<file path="config.mk">
export PLATFORM = sky130hd
export DESIGN_NAME = jarf_framer
export DESIGN_NICKNAME = d
export VERILOG_FILES = /design/src/pkg/jarf_pkg.sv /design/src/design/jarf_two_entry_buf.sv /design/src/design/jarf_framer.sv
export SDC_FILE = /design/constraint.sdc
export NUM_CORES = 1
export LEC_CHECK = 0
export BUFFER_PORTS_ARGS = -buffer_cell sky130_fd_sc_hd__buf_2
export CAP_MARGIN = 25
export CORE_UTILIZATION = 35
export DETAILED_ROUTE_END_ITERATION = 10
export SYNTH_ARGS = -nofsm -noshare
export SYNTH_HDL_FRONTEND = slang
export SYNTH_SLANG_ARGS = --single-unit
</file>
<file path="constraint.sdc">
create_clock -name clk_sys -period 2.9 [get_ports clk_sys]
set_clock_uncertainty 0.15 [all_clocks]
set_input_delay 0.435 -clock clk_sys [delete_from_list [all_inputs] [get_ports clk_sys]]
set_output_delay 0.435 -clock clk_sys [all_outputs]
set_load 0.01 [all_outputs]
</file>
<file path="src/pkg/jarf_pkg.sv">
package jarf_pkg;
    // parameter group numbers and priorities
    localparam logic [17:0] PGN_SLOPE = 18'h0F029;
    localparam logic [17:0] PGN_RATE = 18'h0F02A;
    localparam logic [17:0] PGN_DIRSPD = 18'h0FEE8;
    localparam logic [17:0] PGN_DIRSPD2 = 18'h0FD89;
    localparam logic [2:0] PRIO_PERIODIC = 3'h3;
    localparam logic [2:0] PRIO_ON_REQUEST = 3'h6;
    // payload layout, byte 1 sits in bits 7:0
    localparam int PAYLOAD_BITS = 64;
    localparam int POS_B12 = 0;
    localparam int POS_B34 = 16;
    localparam int POS_B56 = 32;
    localparam int POS_B78 = 48;
    localparam int POS_SLOPE_ROLL = 24;
    localparam int POS_B7 = 48;
    localparam int POS_B8 = 56;
    // scaling offsets, limits and fill values in raw counts
    localparam logic [15:0] RATE_OFFSET = 16'h7D00;
    localparam logic [15:0] ANGLE128_OFFSET = 16'h6400;
    localparam logic [23:0] ANGLE32K_OFFSET = 24'h7D0000;
    localparam logic [15:0] RAW16_MAX = 16'hFAFF;
    localparam logic [23:0] RAW24_MAX = 24'hFAFFFF;
    localparam logic [15:0] ROLL_LIMIT = 16'h2D00;
    localparam logic [7:0] LATENCY_MAX = 8'hFA;
    localparam logic [15:0] FILL16 = 16'hFFFF;
    localparam logic [1:0] FILL2 = 2'h3;
    // two-bit status codes
    localparam logic [1:0] COMP_ON = 2'h0;
    localparam logic [1:0] COMP_OFF = 2'h1;
    localparam logic [1:0] CODE_ERROR = 2'h2;
    localparam logic [1:0] CODE_NA = 2'h3;
    // repetition timing
    localparam int FRAME_PERIOD_MS = 10;
    localparam int CLK_HZ = 10000000;
    localparam int PERIOD_CYC = CLK_HZ / 1000 * FRAME_PERIOD_MS;
    // frame word carried through the buffer
    localparam int FRAME_BITS = 18 + 3 + PAYLOAD_BITS;
    typedef enum logic [2:0] {MSG_NONE, MSG_SLOPE, MSG_RATE, MSG_DIRSPD, MSG_DIRSPD2} jarf_msg_t;
endpackage

</file>
<file path="src/design/jarf_two_entry_buf.sv">
`timescale 1ns/1ps
module jarf_two_entry_buf #(
    parameter int WIDTH = 8
) (
    input wire logic clk_sys,
    input wire logic rst_n,
    input wire logic inValid,
    output logic inReady,
    input wire logic [WIDTH-1:0] inData,
    output logic outValid,
    input wire logic outReady,
    output logic [WIDTH-1:0] outData
);
    logic [WIDTH-1:0] slot_q [2];
    logic [WIDTH-1:0] slot_d [2];
    logic wrIdx_q, wrIdx_d, rdIdx_q, rdIdx_d;
    logic [1:0] count_q, count_d;
    logic push, pop;

    // handshakes from fill level
    assign inReady = (count_q != 2'h2);
    assign outValid = (count_q != 2'h0);
    assign outData = slot_q[rdIdx_q];
    assign push = inValid && inReady;
    assign pop = outValid && outReady;

    // next slot contents and pointers
    always_comb
    begin
        slot_d = slot_q;
        wrIdx_d = wrIdx_q;
        rdIdx_d = rdIdx_q;
        count_d = count_q;
        if (push)
        begin
            slot_d[wrIdx_q] = inData;
            wrIdx_d = ~wrIdx_q;
        end
        if (pop)
            rdIdx_d = ~rdIdx_q;
        if (push && !pop)
            count_d = count_q + 2'h1;
        else if (pop && !push)
            count_d = count_q - 2'h1;
    end

    // register state
    always_ff @(posedge clk_sys or negedge rst_n)
    begin
        if (!rst_n)
        begin
            slot_q[0] <= '0;
            slot_q[1] <= '0;
            wrIdx_q <= 1'b0;
            rdIdx_q <= 1'b0;
            count_q <= 2'h0;
        end
        else
        begin
            slot_q <= slot_d;
            wrIdx_q <= wrIdx_d;
            rdIdx_q <= rdIdx_d;
            count_q <= count_d;
        end
    end
endmodule // jarf_two_entry_buf

</file>
<file path="src/design/jarf_framer.sv">
`timescale 1ns/1ps
module jarf_framer #(
    parameter int PERIOD_CYC = jarf_pkg::PERIOD_CYC
) (
    input wire logic clk_sys,
    input wire logic rst_n,
    input wire logic slopeEnable,
    input wire logic rateEnable,
    input wire logic reqValid,
    input wire logic [17:0] reqPgn,
    input wire logic signed [23:0] pitchAngle,
    input wire logic signed [23:0] rollAngle,
    input wire logic compOn,
    input wire logic pitchCompErr,
    input wire logic rollCompErr,
    input wire logic [1:0] pitchQual,
    input wire logic [1:0] rollQual,
    input wire logic [7:0] angleLatency,
    input wire logic signed [15:0] pitchRate,
    input wire logic signed [15:0] rollRate,
    input wire logic signed [15:0] yawRate,
    input wire logic [1:0] pitchRateQual,
    input wire logic [1:0] rollRateQual,
    input wire logic [1:0] yawRateQual,
    input wire logic [7:0] rateLatency,
    input wire logic signed [15:0] vehPitch,
    input wire logic signed [15:0] vehRoll,
    output logic txValid,
    input wire logic txReady,
    output logic [17:0] txPgn,
    output logic [2:0] txPrio,
    output logic [63:0] txData
);
    import jarf_pkg::*;

    localparam int TW = $clog2(PERIOD_CYC + 1);
    localparam logic [TW-1:0] TICK_AT = TW'(PERIOD_CYC - 1);

    logic [TW-1:0] timer_q, timer_d;
    logic pendSlope_q, pendSlope_d, pendRate_q, pendRate_d;
    logic pendDs_q, pendDs_d, pendDs2_q, pendDs2_d;
    logic tick, reqDs, reqDs2, pushReady, fire;
    jarf_msg_t sel;
    logic [17:0] pushPgn;
    logic [2:0] pushPrio;
    logic [63:0] pushData;
    logic [FRAME_BITS-1:0] outWord;

    // offset, then clamp into the valid 16-bit raw range
    function automatic logic [15:0] enc16(input logic signed [15:0] v, input logic [15:0] ofs);
        logic signed [17:0] s;
        s = 18'(v) + $signed({2'b00, ofs});
        if (s < 0)
            enc16 = 16'h0000;
        else if (s > $signed({2'b00, RAW16_MAX}))
            enc16 = RAW16_MAX;
        else
            enc16 = s[15:0];
    endfunction

    // 24-bit angle at 1/32768 deg with offset, clamped
    function automatic logic [23:0] enc24(input logic signed [23:0] v);
        logic signed [25:0] s;
        s = 26'(v) + $signed({2'b00, ANGLE32K_OFFSET});
        if (s < 0)
            enc24 = 24'h000000;
        else if (s > $signed({2'b00, RAW24_MAX}))
            enc24 = RAW24_MAX;
        else
            enc24 = s[23:0];
    endfunction

    // compensation state code
    function automatic logic [1:0] compCode(input logic on, input logic err);
        compCode = err ? CODE_ERROR : (on ? COMP_ON : COMP_OFF);
    endfunction

    // latency count limited to 125 ms
    function automatic logic [7:0] latLimit(input logic [7:0] c);
        latLimit = (c > LATENCY_MAX) ? LATENCY_MAX : c;
    endfunction

    // roll limited to +-90 deg before encoding
    function automatic logic signed [15:0] rollLimit(input logic signed [15:0] v);
        if (v > $signed(ROLL_LIMIT))
            rollLimit = $signed(ROLL_LIMIT);
        else if (v < -$signed(ROLL_LIMIT))
            rollLimit = -$signed(ROLL_LIMIT);
        else
            rollLimit = v;
    endfunction

    // request decode and period tick
    assign tick = (timer_q == TICK_AT);
    assign reqDs = reqValid && (reqPgn == PGN_DIRSPD);
    assign reqDs2 = reqValid && (reqPgn == PGN_DIRSPD2);
    assign fire = (sel != MSG_NONE) && pushReady;

    // fixed priority among pending frames
    always_comb
    begin
        if (pendSlope_q)
            sel = MSG_SLOPE;
        else if (pendRate_q)
            sel = MSG_RATE;
        else if (pendDs_q)
            sel = MSG_DIRSPD;
        else if (pendDs2_q)
            sel = MSG_DIRSPD2;
        else
            sel = MSG_NONE;
    end

    // frame assembly for the selected message
    always_comb
    begin
        pushPgn = PGN_SLOPE;
        pushPrio = PRIO_PERIODIC;
        pushData = '1;
        case (sel)
            MSG_SLOPE:
            begin
                pushPgn = PGN_SLOPE;
                pushPrio = PRIO_PERIODIC;
                pushData[POS_B12 +: 24] = enc24(pitchAngle);
                pushData[POS_SLOPE_ROLL +: 24] = enc24(rollAngle);
                pushData[POS_B7 +: 8] = {rollQual, compCode(compOn, rollCompErr),
                    pitchQual, compCode(compOn, pitchCompErr)};
                pushData[POS_B8 +: 8] = latLimit(angleLatency);
            end
            MSG_RATE:
            begin
                pushPgn = PGN_RATE;
                pushPrio = PRIO_PERIODIC;
                pushData[POS_B12 +: 16] = enc16(pitchRate, RATE_OFFSET);
                pushData[POS_B34 +: 16] = enc16(rollRate, RATE_OFFSET);
                pushData[POS_B56 +: 16] = enc16(yawRate, RATE_OFFSET);
                pushData[POS_B7 +: 8] = {FILL2, yawRateQual, rollRateQual, pitchRateQual};
                pushData[POS_B8 +: 8] = rateLatency;
            end
            MSG_DIRSPD:
            begin
                pushPgn = PGN_DIRSPD;
                pushPrio = PRIO_ON_REQUEST;
                pushData[POS_B12 +: 16] = FILL16;
                pushData[POS_B34 +: 16] = FILL16;
                pushData[POS_B56 +: 16] = enc16(vehPitch, ANGLE128_OFFSET);
                pushData[POS_B78 +: 16] = FILL16;
            end
            MSG_DIRSPD2:
            begin
                pushPgn = PGN_DIRSPD2;
                pushPrio = PRIO_ON_REQUEST;
                pushData[POS_B12 +: 16] = enc16(rollLimit(vehRoll), ANGLE128_OFFSET);
            end
            default:
            begin
                pushPgn = PGN_SLOPE;
                pushPrio = PRIO_PERIODIC;
            end
        endcase
    end

    // next timer and pending flags; a set in the clearing cycle wins
    always_comb
    begin
        timer_d = tick ? '0 : timer_q + TW'(1);
        pendSlope_d = ((pendSlope_q && !(fire && sel == MSG_SLOPE)) || tick) && slopeEnable;
        pendRate_d = ((pendRate_q && !(fire && sel == MSG_RATE)) || tick) && rateEnable;
        pendDs_d = (pendDs_q && !(fire && sel == MSG_DIRSPD)) || reqDs;
        pendDs2_d = (pendDs2_q && !(fire && sel == MSG_DIRSPD2)) || reqDs2;
    end

    // register timer and flags
    always_ff @(posedge clk_sys or negedge rst_n)
    begin
        if (!rst_n)
        begin
            timer_q <= '0;
            pendSlope_q <= 1'b0;
            pendRate_q <= 1'b0;
            pendDs_q <= 1'b0;
            pendDs2_q <= 1'b0;
        end
        else
        begin
            timer_q <= timer_d;
            pendSlope_q <= pendSlope_d;
            pendRate_q <= pendRate_d;
            pendDs_q <= pendDs_d;
            pendDs2_q <= pendDs2_d;
        end
    end

    // buffer between framer and transmit path, absorbs stalls
    jarf_two_entry_buf #(
        .WIDTH(FRAME_BITS)
    ) u_buf (
        .clk_sys(clk_sys),
        .rst_n(rst_n),
        .inValid(sel != MSG_NONE),
        .inReady(pushReady),
        .inData({pushPgn, pushPrio, pushData}),
        .outValid(txValid),
        .outReady(txReady),
        .outData(outWord)
    );

    // split the buffered word onto the frame ports
    assign txPgn = outWord[FRAME_BITS-1 -: 18];
    assign txPrio = outWord[PAYLOAD_BITS +: 3];
    assign txData = outWord[PAYLOAD_BITS-1:0];
endmodule // jarf_framer

</file>
==> summary.md <==
| Metric | Value |
|---|---|
| Cell area after synthesis | around 0.010 mm2 |
| DRT Pass-1 Iters | 7 |
| Crit Path Class | in2reg |
| Reg clk slew, reported paths | 0.08 ns |
| CTS tree | done |
| Critical path endpoint category | register |
| DP Wirelength | 25600 um |
| HP Class | in2reg |
| Largest net degree at the start of global routing | 57 |
| Fin nets | 1603 |
| Placed insts | 1769 |
| Pwr/cell area | 519 mW/mm2 |
| Status | finished, final reports clean |
| GP Congestion | 0.882 |
| Largest area contributor in the netlist | dfrtp_1 |
| YS warnings | 0 |
| Worst path cell trace | buf_2 -> a211oi_1 -> o21ai_1 -> nand3_1 -> ha_4 -> nand2b_4 -> nand2_4 -> ha_4 -> a21o_1 -> buf_4 -> o221ai_1 -> a21oi_1 -> and3_1 -> a311oi_2 -> buf_4 -> a21oi_1 |
| Number of global-route vias before repair | a little under 10000 |
| Post-CTS Setup Repair Bufs | 0 |
| Vias per inst | between 5 and 6 |
| First-pass GRT wire length | 52600 um |
| I/O pin total | between 200 and 300 |
| WHS | between 0.05 and 0.06 ns |
| Post-synthesis cell count | 1109 |
| Async set or reset register ratio after synthesis | 100% |
| DRC Markers | 0 |
| Max Clock Freq | approximately 0.36 GHz |
| Std cell rows | 62 |
| Final ANT Viol Nets | 0 |
| Share of the synthesized area in the top cell type | 40.8% |
| Core area | roughly 0.029 mm2 |
| Yosys reg bits | between 150 and 200 |
| Die width | 175 um |
| Primary FF master, synth | dfrtp_1 |
| Initial DRC Count | between 500 and 600 |
| Max Buffers Root-to-Sink | 2 |
| Count leader, synth | dfrtp_1 |
| Initial antenna violation count | 0 |
| Slew margin rel. | 44.2% |
| Post-synth top cells | dfrtp_1, nand2_1, nor2_1, mux2_2, o21ai_0 |
| Fin Setup TNS | 0 ns |
| Worst vdd ir | around 340 uV |
| Peak per-stage delay on the critical path | about 0.32 ns |
| Synth unique cells | 80 |
| Final Core Density | 45.9% |
| DIE HEIGHT | between 150 and 200 um |
| Total Routing Usage GR | 21.9% |
| Endpoints failing hold | 0 |
| Critical path's slowest cell | ha_4 |
| Top cells by area, synth | dfrtp_1, mux2_2, nand2_1 |
| Worst Max-Slew Pin Slew | 0.831 ns |
| Fin cells | approximately 1800 |
| Final slew viol count | 0 |
| CTS root buf | clkbuf_16 |
| GRT overflow | 0 |
| Initial core utilization | a little over a third |
| CTS Buf Count | 17 |
| Register area share after synthesis | 40.8% |
| CP bufs+invs | 3 |
| Share of layout cells above drive strength 1 | 36.7% |
| # clock sinks | 171 |
| Family with the most delay on the worst path | compound AO/OA/AOI/OAI gates |
| CP arrival | 2.93 ns |
| Post-DR wirelength/cell | 18.8 um |
| Max-cap violation count | 0 |
| Final setup fails | 0 |
| Avg Cell Area, Syn | between 9 and 10 um2 |
| Port bufs | 262 |
| Period Utilization, post-route | between 90% and 100% |
| Clock Latency Late Sink | 0.43 ns |
| Min Tclk post-route | ~2.8 ns |
| Area Growth Syn to Fin | 27.3% |
| Worst Setup Start Kind | input pin |
| CP required | 3.06 ns |
| Max FO, Critical Path | 8 |
| Die area | between 0.03 and 0.04 mm2 |
| Routed wire length | 33800 um |
| Total number of vias | ~9800 |
| H-Tree Depth | 4 |
| Pleak | 0.00559 uW |
| EDFF count, synth | 0 |
| ANT cells | 0 |
[cell type report]
class	count	area (um2)
fill	2880	15700
multi-input combinational	846	5900
sequential	171	4280
timing repair buffer	343	2000
tap	384	480
clock buffer	19	453
clock inverter	13	126
inverter	26	100
[where the power goes]
group          total, uW  switching (uW)  leakage, uW  internal, uW
sequential          2790             233      0.00185          2560
combinational       1860             926      0.00346           933
clock               2270            1090     0.000280          1180
[worst register-to-register path: stages (launching register included)]
cell and delay [ns]:
dfrtp_1 0.51, nand2b_1 0.29, buf_4 0.20, buf_4 0.21, a31oi_1 0.63, o21ai_0 0.36
a31oi_1 0.26
[metal layers]
layer | track usage, % | share of wire (%)
met1 | 30.1 | 46
met2 | 35.1 | 47
met3 | 4.00 | 5.1
met4 | 6.38 | 2.0
met5 | 0 | 0
[logic make-up after synthesis]
family	Yosys count	synth area share (%)
other cells	1	0.0358
fa+ha+maj	17	2.03
flops	171	40.8
compound gates	309	21.2
mux	99	10.6
xor+xnor	51	4.26
simple gates	366	16.8
buf+inv	95	4.20
[through the flow]
stage                     total power [uW]  instance area [um2]  setup slack (ns)
after floorplan                       3810                10600            -0.331
after global placement                4680                12700            -0.348
after detailed placement              4700                12700            -0.440
after CTS                             6990                13300            0.0218
after global routing                  7240                13300          -0.00935
final                                 6920                13300             0.134
[flip-flops by register name, summed over array words and instances (netlist names)]
register,cells
u_buf.slot_q,146
timer_q,17
u_buf.count_q,2
pendDs2_q,1
pendDs_q,1
pendRate_q,1
pendSlope_q,1
u_buf.rdIdx_q,1
u_buf.wrIdx_q,1
[placed cells by master (no fill, tap or decap), drive strengths merged, types with 5 or more instances in the layout]
cell | netlist | routed
buf | 23 | 342
dfrtp | 171 | 171
nand2 | 120 | 120
nor2 | 101 | 101
mux2 | 96 | 96
o21ai | 87 | 87
a21oi | 52 | 52
a31oi | 37 | 37
inv | 26 | 33
xnor2 | 31 | 31
nand4 | 22 | 22
o32a | 22 | 22
nand3 | 20 | 20
xor2 | 20 | 20
and3 | 19 | 19
clkbuf | 46 | 19
nor3 | 19 | 19
ha | 17 | 17
a2111oi | 15 | 15
or3 | 14 | 14
o22ai | 11 | 11
a211oi | 10 | 10
o211ai | 9 | 9
a222oi | 9 | 9
nand2b | 9 | 9
nor2b | 8 | 8
nor4 | 7 | 7
o21a | 6 | 6
a21o | 6 | 6
o311ai | 6 | 6
or4 | 5 | 5
o221ai | 5 | 5
a311oi | 5 | 5
[repair_timing]
action / CTS / global route
hold endpoints to repair: 53 / 0
hold buffers: 1 / 0
endpoints found under the setup margin: 0 / 22
resized for setup: 0 / 10
[final timing paths]
path,start,end,slack (ns),depth (start not counted)
setup / recovery,vehRoll[9],u_buf.slot_q[0]$_DFFE_PN0P_,0.13,16
hold reg to reg,u_buf.slot_q[167]$_DFFE_PN0P_,u_buf.slot_q[167]$_DFFE_PN0P_,0.31,1
hold / removal,reqPgn[0],pendDs_q$_DFF_PN0_,0.05,2
min in group asynchronous,rst_n,u_buf.slot_q[34]$_DFFE_PN0P_,0.40,2
max in group asynchronous,rst_n,u_buf.slot_q[31]$_DFFE_PN0P_,1.44,3
setup reg to reg,pendSlope_q$_DFF_PN0_,u_buf.slot_q[110]$_DFFE_PN0P_,0.21,6
(Power assumes the default switching activity.)
